### src/hw/sss_pkg.sv
// Package with register map, field positions and divider constants of the sound synthesizer.
package sss_pkg;
   // Register indices; byte address is four times the index.
   localparam logic [3:0] REG_TONE_A_LOW = 4'h0;
   localparam logic [3:0] REG_TONE_A_HIGH = 4'h1;
   localparam logic [3:0] REG_NOISE_PERIOD = 4'h6;
   localparam logic [3:0] REG_MIXER_ENABLE = 4'h7;
   localparam logic [3:0] REG_AMP_A = 4'h8;
   localparam logic [3:0] REG_ENV_LOW = 4'hb;
   localparam logic [3:0] REG_ENV_HIGH = 4'hc;
   localparam logic [3:0] REG_ENV_SHAPE = 4'hd;
   localparam int NUM_REGS = 16;
   localparam int NUM_CHANNELS = 3;
   localparam logic [7:0] REG_RESET = 8'h00;
   localparam logic [7:0] MIXER_RESET = 8'hff;
   // Address decode: word index field and top of the mapped range.
   localparam int ADDR_INDEX_LSB = 2;
   localparam logic [11:0] ADDR_LIMIT = 12'h040;
   // Field positions.
   localparam int TONE_HIGH_BITS = 4;
   localparam int NOISE_PERIOD_BITS = 5;
   localparam int NOISE_ENABLE_LSB = 3;
   localparam int AMP_MODE_BIT = 4;
   localparam int SHAPE_HOLD = 0;
   localparam int SHAPE_ALTERNATE = 1;
   localparam int SHAPE_ATTACK = 2;
   localparam int SHAPE_CONTINUE = 3;
   // Prescalers.
   localparam int TONE_PRESCALE = 16;
   localparam int ENV_PRESCALE = 256;
   localparam logic [7:0] TONE_PRE_LAST = 8'(TONE_PRESCALE - 1);
   localparam logic [7:0] ENV_PRE_LAST = 8'(ENV_PRESCALE - 1);
   localparam logic [16:0] NOISE_LFSR_SEED = 17'h00001;
   typedef enum logic [1:0] {SSS_ENV_RUN, SSS_ENV_HOLD} sss_env_e;
endpackage

### src/hw/sss_core.sv
// Three-channel sound synthesizer core with an APB register slave.
//
// Notes on behaviour
// - Sixteen byte registers control everything; sound runs on without further writes.
// - Three channels A, B and C, each controlled independently.
// - Tone: clock divided by 16, then by the 12-bit tone period, square wave.
// - Tone period: fine byte gives bits 7..0, coarse low nibble bits 11..8.
// - Indices 0-5 tone, 6 noise, 7 mixer, 8-10 amplitude, 11-13 envelope, 14-15 unused.
// - One shared noise generator giving a pseudo-random square wave.
// - Each channel mixes its tone output with the shared noise output.
// - Amplitude is either the fixed register level or the envelope level.
// - Each channel output is a level of sixteen values.
// - The envelope level can modulate any channel's mixer output.
// - Noise: clock divided by 16, then by the low five bits of register 6.
// - Register 7 bits 2..0 tone, 5..3 noise enables, active low.
// - Registers 8-10: bit 4 selects envelope, bits 3..0 fixed level.
// - Envelope step: clock divided by 256, then by 16-bit period of registers 12:11.
`timescale 1ns/10ps
module sss_core
   import sss_pkg::*;
(
   // Clock and reset.
   input wire logic pclk,
   input wire logic presetn,
   // APB slave.
   input wire logic psel,
   input wire logic penable,
   input wire logic pwrite,
   input wire logic [11:0] paddr,
   input wire logic [31:0] pwdata,
   output logic [31:0] prdata,
   output logic pready,
   output logic pslverr,
   // Channel levels A, B, C.
   output logic [3:0] level_a,
   output logic [3:0] level_b,
   output logic [3:0] level_c
);

   ////////////////////////////////////////////////////////////////////////////////
   // Register file.

   logic [7:0] regs [NUM_REGS];
   logic apb_access;
   logic addr_ok;
   logic [3:0] addr_index;

   assign apb_access = psel && penable;
   assign addr_ok = (paddr < ADDR_LIMIT) && (paddr[1:0] == 2'b00);
   assign addr_index = paddr[ADDR_INDEX_LSB +: 4];

   // Zero-extended period from a low byte and a high byte masked to width.
   function automatic logic [15:0] period_of(input logic [7:0] lo, input logic [7:0] hi,
                                             input int hi_bits);
      logic [7:0] mask;
      mask = 8'((9'h001 << hi_bits) - 9'h001);
      period_of = {hi & mask, lo};
   endfunction

   // Up-counter divider step: true when the count has expired.
   function automatic logic expired(input logic [15:0] cnt, input logic [15:0] period);
      expired = (cnt + 16'h0001 >= period);
   endfunction

   // A write lands in the first access cycle, at the same edge that raises pready.
   // Only the low byte of the write data is kept; the upper bits are dropped.
   always_ff @(posedge pclk or negedge presetn)
   begin
      if (!presetn)
      begin
         for (int i = 0; i < NUM_REGS; i++)
         begin
            regs[i] <= REG_RESET;
         end
         regs[REG_MIXER_ENABLE] <= MIXER_RESET;
      end
      else if (apb_access && pwrite && addr_ok && !pready)
      begin
         regs[addr_index] <= pwdata[7:0];
      end
   end

   // One wait state: pready rises in the first access cycle, then drops.
   always_ff @(posedge pclk or negedge presetn)
   begin
      if (!presetn)
      begin
         pready <= 1'b0;
         pslverr <= 1'b0;
         prdata <= 32'h00000000;
      end
      else if (apb_access && !pready)
      begin
         pready <= 1'b1;
         pslverr <= !addr_ok;
         if (!pwrite && addr_ok)
         begin
            prdata <= {24'h000000, regs[addr_index]};
         end
         else
         begin
            prdata <= 32'h00000000;
         end
      end
      else
      begin
         pready <= 1'b0;
         pslverr <= 1'b0;
      end
   end

   ////////////////////////////////////////////////////////////////////////////////
   // Prescalers shared by all generators.

   // One free-running counter serves both prescalers, so the tone and noise ticks
   // stay in step with the envelope tick.
   logic [7:0] pre_cnt;
   logic tone_tick;
   logic env_tick;

   always_ff @(posedge pclk or negedge presetn)
   begin
      if (!presetn)
      begin
         pre_cnt <= 8'h00;
      end
      else
      begin
         pre_cnt <= pre_cnt + 8'h01;
      end
   end

   assign tone_tick = (pre_cnt[3:0] == TONE_PRE_LAST[3:0]);
   assign env_tick = (pre_cnt == ENV_PRE_LAST);

   ////////////////////////////////////////////////////////////////////////////////
   // Tone generators.

   // A period of zero behaves like one: the counter expires on every tick.
   logic [11:0] tone_cnt [NUM_CHANNELS];
   logic [NUM_CHANNELS-1:0] tone_out;

   always_ff @(posedge pclk or negedge presetn)
   begin
      if (!presetn)
      begin
         for (int c = 0; c < NUM_CHANNELS; c++)
         begin
            tone_cnt[c] <= 12'h000;
            tone_out[c] <= 1'b0;
         end
      end
      else if (tone_tick)
      begin
         for (int c = 0; c < NUM_CHANNELS; c++)
         begin
            // Fine at even index, coarse at the next odd one.
            if (expired({4'h0, tone_cnt[c]},
                        period_of(regs[2*c], regs[2*c+1], TONE_HIGH_BITS)))
            begin
               tone_cnt[c] <= 12'h000;
               tone_out[c] <= !tone_out[c];
            end
            else
            begin
               tone_cnt[c] <= tone_cnt[c] + 12'h001;
            end
         end
      end
   end

   ////////////////////////////////////////////////////////////////////////////////
   // Noise generator.

   // The shift register gives a long pseudo-random bit sequence; its output bit is
   // sampled once per noise period, so runs of equal bits widen the pulses.
   logic [4:0] noise_cnt;
   logic [16:0] lfsr;
   logic noise_out;

   always_ff @(posedge pclk or negedge presetn)
   begin
      if (!presetn)
      begin
         noise_cnt <= 5'h00;
         lfsr <= NOISE_LFSR_SEED;
         noise_out <= 1'b0;
      end
      else if (tone_tick)
      begin
         if (expired({11'h000, noise_cnt},
                     period_of(regs[REG_NOISE_PERIOD], 8'h00, 0) &
                     16'h001f))
         begin
            noise_cnt <= 5'h00;
            lfsr <= {lfsr[0] ^ lfsr[3], lfsr[16:1]};
            noise_out <= lfsr[0];
         end
         else
         begin
            noise_cnt <= noise_cnt + 5'h01;
         end
      end
   end

   ////////////////////////////////////////////////////////////////////////////////
   // Envelope generator.

   logic [15:0] env_cnt;
   logic [3:0] env_step;
   logic env_flip;
   logic env_shape_wr;
   sss_env_e env_state;
   logic [3:0] env_level;
   logic [7:0] shape;

   // A shape write takes priority over a pending step, so the new pattern always
   // starts from step zero.
   assign shape = regs[REG_ENV_SHAPE];
   assign env_shape_wr = apb_access && pwrite && addr_ok && !pready &&
                         (addr_index == REG_ENV_SHAPE);

   always_ff @(posedge pclk or negedge presetn)
   begin
      if (!presetn)
      begin
         env_cnt <= 16'h0000;
         env_step <= 4'h0;
         env_flip <= 1'b0;
         env_state <= SSS_ENV_RUN;
      end
      else if (env_shape_wr)
      begin
         // Writing the shape restarts the envelope cycle.
         env_cnt <= 16'h0000;
         env_step <= 4'h0;
         env_flip <= 1'b0;
         env_state <= SSS_ENV_RUN;
      end
      else if (env_tick)
      begin
         if (expired(env_cnt, {regs[REG_ENV_HIGH], regs[REG_ENV_LOW]}))
         begin
            env_cnt <= 16'h0000;
            case (env_state)
               SSS_ENV_RUN:
               begin
                  env_step <= env_step + 4'h1;
                  if (env_step == 4'hf)
                  begin
                     if (!shape[SHAPE_CONTINUE] || shape[SHAPE_HOLD])
                     begin
                        env_state <= SSS_ENV_HOLD;
                        env_flip <= shape[SHAPE_CONTINUE] &&
                                    (shape[SHAPE_ALTERNATE] ^ env_flip);
                     end
                     else if (shape[SHAPE_ALTERNATE])
                     begin
                        env_flip <= !env_flip;
                     end
                  end
               end
               default:
               begin
                  env_step <= 4'hf;
               end
            endcase
         end
         else
         begin
            env_cnt <= env_cnt + 16'h0001;
         end
      end
   end

   // Level follows the step, inverted for decay, pinned while holding.
   always_comb
   begin
      logic up;
      up = shape[SHAPE_ATTACK] ^ env_flip;
      if (env_state == SSS_ENV_HOLD)
      begin
         env_level = (shape[SHAPE_CONTINUE] && up) ? 4'hf : 4'h0;
      end
      else
      begin
         env_level = up ? env_step : ~env_step;
      end
   end

   ////////////////////////////////////////////////////////////////////////////////
   // Mixers and amplitude control.

   logic [3:0] next_level [NUM_CHANNELS];

   always_comb
   begin
      logic [7:0] mix;
      logic [7:0] amp;
      logic gate;
      // Defaults keep the temporaries defined before the channel loop runs.
      amp = 8'h00;
      gate = 1'b0;
      mix = regs[REG_MIXER_ENABLE];
      for (int c = 0; c < NUM_CHANNELS; c++)
      begin
         amp = regs[int'(REG_AMP_A) + c];
         // Disabled sources read as high so they do not gate the other one.
         gate = (tone_out[c] | mix[c]) &
                (noise_out | mix[NOISE_ENABLE_LSB + c]);
         if (!gate)
         begin
            next_level[c] = 4'h0;
         end
         else if (amp[AMP_MODE_BIT])
         begin
            next_level[c] = env_level;
         end
         else
         begin
            next_level[c] = amp[3:0];
         end
      end
   end

   always_ff @(posedge pclk or negedge presetn)
   begin
      if (!presetn)
      begin
         level_a <= 4'h0;
         level_b <= 4'h0;
         level_c <= 4'h0;
      end
      else
      begin
         level_a <= next_level[0];
         level_b <= next_level[1];
         level_c <= next_level[2];
      end
   end

endmodule // sss_core

### config.mk
export PLATFORM = sky130hd
export DESIGN_NAME = sss_core
export DESIGN_NICKNAME = d
export VERILOG_FILES = /design/src/hw/sss_pkg.sv /design/src/hw/sss_core.sv
export SDC_FILE = /design/constraint.sdc
export NUM_CORES = 1
export LEC_CHECK = 0
export ABC_CLOCK_PERIOD_IN_PS = 7200
export BUFFER_PORTS_ARGS = -buffer_cell sky130_fd_sc_hd__buf_2
export CAP_MARGIN = 20
export CORE_MARGIN = 2
export CORE_UTILIZATION = 68
export CTS_BUF_LIST = sky130_fd_sc_hd__clkbuf_2
export DETAILED_ROUTE_END_ITERATION = 10
export HOLD_SLACK_MARGIN = 0.1
export PLACE_DENSITY = 0.89
export SETUP_SLACK_MARGIN = 0.5
export SYNTH_ARGS = -nofsm -noshare
export SYNTH_HDL_FRONTEND = slang
export SYNTH_SLANG_ARGS = --single-unit
### constraint.sdc
create_clock -name pclk -period 7.2 [get_ports pclk]
set_input_delay 1.8 -clock pclk [delete_from_list [all_inputs] [get_ports pclk]]
set_output_delay 1.8 -clock pclk [all_outputs]
set_load 0.005 [all_outputs]
Word-level counts from Yosys, hierarchy flattened
Cells that the tools add are included.

Output and inout bits: 46. Word-level logic and storage cells: 151. Input bits: 49. Register bits: 267.

Bitwise gates (word level): 14. Mux-type cells: 42. Equal/unequal tests: 5. $lt $le $gt $ge: 8. Reduce and logical (&&, ||, !) cells: 35. $add $sub $neg: 11.

Operators by type and width (count): $bwmux 128 (1); $mux 4 (13); $mux 16 (3); $add 12x1->13 const B (3); $ge 13x12->1 (3); $add 12x1->12 const B (3); $mux 12 (3); $bmux 8 s4 (1); $demux 8 s4 (1); $mux 8 (4); $add 16x1->16 const B (1); $ge 16x16->1 (1); $eq 4x4->1 const B (3); $lt 12x7->1 const B (1); $mux 2 (6); $logic_and 1x1->1 (11); $reduce_and 2->1 (5); $reduce_and 5->1 (2); $reduce_bool 2->1 (5); $mux 1 (9); $add 8x1->8 const B (1); $eq 8x8->1 const B (1); $logic_not 1->1 (8); $add 5x1->6 const B (1); other kinds (15) (25).

Logic depth before layout (Yosys ltp)
Depth after elaboration: 8. Mapped depth: 16. Depth with buffers taken out: 14.

Least setup slack after synthesis
No wires, ideal clock.

Path kind: input to register. From: input paddr[6]. To: register regs[56] (netlist name). Path buffers: 1. Arrival: 3.736 ns. Setup slack: 3.339 ns. Data required time: 7.075 ns. Cell stages on the path: 7. Setup time: 0.125 ns. Cells stage by stage: or4_1 > nor2_2 > nand3_2 > or3b_1 > buf_4 > nor3_4 > mux2_2.

Longest elaborated chain between the ends: 4.

Ends and longest elaborated chain: start, declared (RTL line sss_core.sv:29) `input wire logic [11:0] paddr,`; $lt 12x7->1 (RTL line sss_core.sv:49) `assign addr_ok = (paddr < ADDR_LIMIT) && (paddr[1:0] == 2'b00);`; $logic_and 1x1->1 (RTL line sss_core.sv:49); $logic_and 1x1->1 (2 in series) (RTL line sss_core.sv:77) `else if (apb_access && pwrite && addr_ok && !pready)`; end signal, assigned by index (RTL line sss_core.sv:79) `regs[addr_index] <= pwdata[7:0];`; end, declared (RTL line sss_core.sv:43) `logic [7:0] regs [NUM_REGS];`.

Every way passes these cells. A chain may end at the register's enable or synchronous reset.

Final worst setup path
From: register env_cnt[0]. To: register env_cnt[13].

Longest elaborated chain between the ends: 5.

Ends and longest elaborated chain: start, declared (RTL line sss_core.sv:209) `logic [15:0] env_cnt;`; start signal, assigned (RTL line sss_core.sv:271) `env_cnt <= env_cnt + 16'h0001;`; $add 16x1->16 * (RTL line sss_core.sv:62, sss_core.sv:271); $ge 16x16->1 (RTL line sss_core.sv:62) `expired = (cnt + 16'h0001 >= period);`; $mux 16 * (RTL line sss_core.sv:242) `if (expired(env_cnt, {regs[REG_ENV_HIGH], regs[REG_ENV_LOW]}))`; $mux 16 * (RTL line sss_core.sv:240) `else if (env_tick)`; $mux 16 * (RTL line sss_core.sv:232) `else if (env_shape_wr)`.

Every way passes the cells marked *; elsewhere a longest branch is shown, timed or not. The select of a mux whose other input is x is not followed.

==> out/metrics.csv <==
stage;metric;value;unit
status;status;completed;
logic_synthesis;top_reg_cell synth;dfrtp_1;
worst_setup_path;CP endpoint;env_cnt[13];
detailed_routing;1st-pass router iterations;5;
worst_setup_path;Crit path max-delay family;simple AND/OR/NAND/NOR gates;
worst_setup_path;slowest stage delay, CP;0.46;ns
floorplan;die area;20100;um2
cts;CTS root buf;clkbuf_2;
worst_setup_path;critical path class;reg -> reg;
floorplan;Boundary Pins;95;
logic_synthesis;Synth cell types;58;
power_and_ir_drop;LEAKAGE;6.88;nW
timing;Slew Limit Headroom;0.306;
global_routing;first-pass GRT wire length;46.9;mm
worst_setup_path;element type at the critical path end;flip-flop;
cts;cts hold-fix bufs;0;
timing;fmax;0.242;GHz
timing;min Tclk post-route;4.13;ns
logic_synthesis;Post-synth EDFFs;0;
logic_synthesis;sequential area share after synthesis;0.471;
cells_and_area;# fillers;1189;
worst_setup_path;CP Launch Type;flip-flop;
worst_setup_path;critical-path cell list;and3_1 -> nand3_1 -> or2_2 -> nor2_1 -> nand3_1 -> xnor2_1 -> ha_1 -> nand4_1 -> nor3_1 -> a2111oi_0 -> o41ai_1 -> nor3b_2 -> buf_6 -> a21oi_1 -> mux2i_1;
worst_setup_path;CP Launch Point;env_cnt[0];
worst_setup_path;slowest CP cell;a2111oi_0;
worst_setup_path;Worst Path Arrival;4.89;ns
timing;RSZ-0062 raised after global routing;no;
cells_and_area;P&R area growth vs syn;6.68;%
worst_setup_path;r2r setup slk;3.07;ns
logic_synthesis;Post-Syn Area;12900;um2
detailed_routing;Via Count;9218;
timing;Setup-failing EPs final;0;
logic_synthesis;Yosys Warn Count;0;
hold_path;HP Class;reg -> reg;
floorplan;# rows;50;
cells_and_area;final net count;1336;
floorplan;Initial Utilization;0.691;
worst_setup_path;critical path data required time;7.96;ns
detailed_routing;# DRC;0;
global_routing;largest net degree at the start of global routing;126;
cts;CTS resizes;0;
cells_and_area;fin area;13700;um2
power_and_ir_drop;PD cells;173;nW/um2
timing;Fin. Hold Viols;0;
hold_path;Hold Crit Start;pre_cnt[0];
floorplan;Die W;142;um
global_routing;vias in the first global route;9391;
cts;CTS tree;done;
run;Max Cap Violations;0;
place;dpl cells;1395;
cells_and_area;share of cells above drive strength 1;0.261;
detailed_routing;DR WL/cell;19.0;um
place;post-DP HPWL;19.3;mm
cts;htree depth;2;
worst_setup_path;reg-to-reg endpoint;env_cnt[13];
worst_setup_path;Levels on crit path;15;
power_and_ir_drop;VDD IR max;0.000118;V
timing;Max Slew Vio Count;0;
cts;Clock Tree Buf Depth;3;
detailed_routing;DRT iter0 DRCs;777;
place;GP Congestion;0.894;
cts;Clock Latency Late Sink;0.86;ns
detailed_routing;antenna viol nets, final;0;
worst_setup_path;cell mode on critical path;nand3_1;
timing;Setup TNS;0;ns
timing;final cycle utilization of the critical path;0.573;
logic_synthesis;async set or reset register ratio after synthesis;1.00;
place;Cell Area, Placed;13200;um2
detailed_routing;Vias/cell;6.12;
floorplan;Core Footprint;18600;um2
worst_setup_path;worst r2r src;env_cnt[0];
detailed_routing;drt total wl;28.6;mm
global_routing;initial antenna violation count;2;
hold_path;worst hold stages;1;
logic_synthesis;cells after synthesis;1159;
cts;Post-CTS Setup Inserts;0;
worst_setup_path;r2r worst-path depth;15;
cts;clock transition at the registers of the reported paths;0.11;ns
cells_and_area;Layout Cells excl Fill;1505;
worst_setup_path;Buffers & Inverters on Critical Path;1;
cts;Clock Sinks;242;
timing;Least-Margin Pin Slew;1.04;ns
place;port buffer count;46;
logic_synthesis;Synth Area per Inst;11.1;um2
timing;clock skew;0.0367;ns
global_routing;Overflow after GRT;0;
global_routing;Global Route Usage Sum;0.296;
cts;total CTS buffers;59;
floorplan;Die Y;142;um
logic_synthesis;flops & latches, synth;242;
cells_and_area;Util after Layout;0.737;
worst_setup_path;CP Max Fanout;18;
[cells by family (layout without fill, tap and decap cells)]
kind of cell | after synthesis | count (layout) | share of synthesized area
buf+inv | 150 | 238 | 0.0521
other cells | 1 | 25 | 0.000291
fa+ha+maj | 64 | 64 | 0.0622
flops | 242 | 242 | 0.471
simple gates | 301 | 301 | 0.112
compound gates | 172 | 172 | 0.0807
mux | 162 | 162 | 0.176
xor+xnor | 67 | 67 | 0.0456
[cell usage in the layout (no fill, tap or decap), types with 16 or more instances in the layout]
master and count:
a211oi_1 16, nand2_1 120, a21oi_1 22, buf_2 45, and3_1 16, ha_1 64
xnor2_1 33, o21ai_0 87, xor2_1 34, mux2_2 117, mux4_2 40, conb_1 24
nand3_1 31, dfrtp_1 233, nor2_1 60, clkbuf_2 91, inv_1 77
[routing by layer]
metal / track usage / wire length [um] / share of wire / vias to the layer above
met5: 0 / 0 / 0 / -
met4: 0.0958 / 521 / 0.018 / 0
met3: 0.0658 / 2350 / 0.082 / 53
met2: 0.493 / 14000 / 0.49 / 400
met1: 0.391 / 11700 / 0.41 / 4579
li1: - / - / - / 4186
[cell type report]
class / count / area (um2) / area share
repair buffers: 53 / 309 / 0.0225
multi-input cells: 790 / 6230 / 0.454
well taps: 234 / 293 / 0.0213
clock inverters: 17 / 91.3 / 0.00665
inverters: 77 / 289 / 0.0210
diodes: 1 / 2.50 / 0.000182
flip-flops and latches: 242 / 6070 / 0.442
clock buffers: 91 / 455 / 0.0331
[power by group]
part | internal [mW] | switching, mW | total [mW] | leakage [nW]
Combinational | 0.0262 | 0.0678 | 0.0940 | 3.34
Sequential | 1.36 | 0.00141 | 1.36 | 3.12
Clock | 0.370 | 0.556 | 0.926 | 0.422
[flip-flops by register name, indices dropped and copies added (netlist names)]
signal     cells
pre_cnt        8
pready         1
env_flip       1
env_step       4
pslverr        1
lfsr          17
prdata         8
env_state      1
level_a        4
regs         120
tone_out       3
noise_cnt      5
tone_cnt      36
noise_out      1
level_b        4
level_c        4
shape          8
env_cnt       16
[per-stage QoR]
| step | power, mW | hold slack [ns] | setup WS [ns] |
|---|---|---|---|
| floorplan | 1.44 | 0.414 | 3.34 |
| global placement | 1.48 | 0.428 | 2.88 |
| detailed placement | 1.48 | 0.448 | 2.74 |
| CTS | 2.40 | 0.464 | 2.62 |
| global route | 2.48 | 0.471 | 2.79 |
| finish | 2.38 | 0.460 | 3.07 |
[worst register-to-register path: cells and delay by family (launching register included)]
family / cells / cell delay (ns)
AO/OA/AOI/OAI: 3 / 0.85
XOR/XNOR: 1 / 0.25
adder cells (fa/ha/maj): 1 / 0.29
buffers and inverters: 1 / 0.24
flip-flops: 1 / 0.44
multiplexers: 1 / 0.18
AND/OR/NAND/NOR: 8 / 1.79
[synthesized netlist by cell type, types with 10 or more instances]
| library cell | number | area [um2] |
|---|---|---|
| mux2_2 | 117 | 1320 |
| nand4_1 | 10 | 62.6 |
| a22o_1 | 13 | 114 |
| xnor2_1 | 33 | 289 |
| and3_1 | 16 | 100 |
| clkbuf_1 | 30 | 113 |
| inv_1 | 77 | 289 |
| dfrtp_1 | 233 | 5830 |
| xor2_1 | 34 | 298 |
| ha_1 | 64 | 801 |
| nand3_1 | 31 | 155 |
| buf_4 | 25 | 188 |
| a21oi_1 | 22 | 110 |
| mux4_2 | 40 | 901 |
| nand2_1 | 120 | 450 |
| o21ai_0 | 87 | 435 |
| buf_2 | 11 | 55.1 |
| a211oi_1 | 16 | 120 |
| nor2_1 | 60 | 225 |
[how the worst min path moves through the flow]
stage                       endpoint  slack (ns)
after floorplan           pre_cnt[0]        0.41
after global placement    pre_cnt[0]        0.43
after detailed placement  pre_cnt[0]        0.45
after CTS                 pre_cnt[0]        0.46
after global routing      pre_cnt[0]        0.47
final                     pre_cnt[0]        0.46
Note: power is estimated with default switching activity, not from simulation.
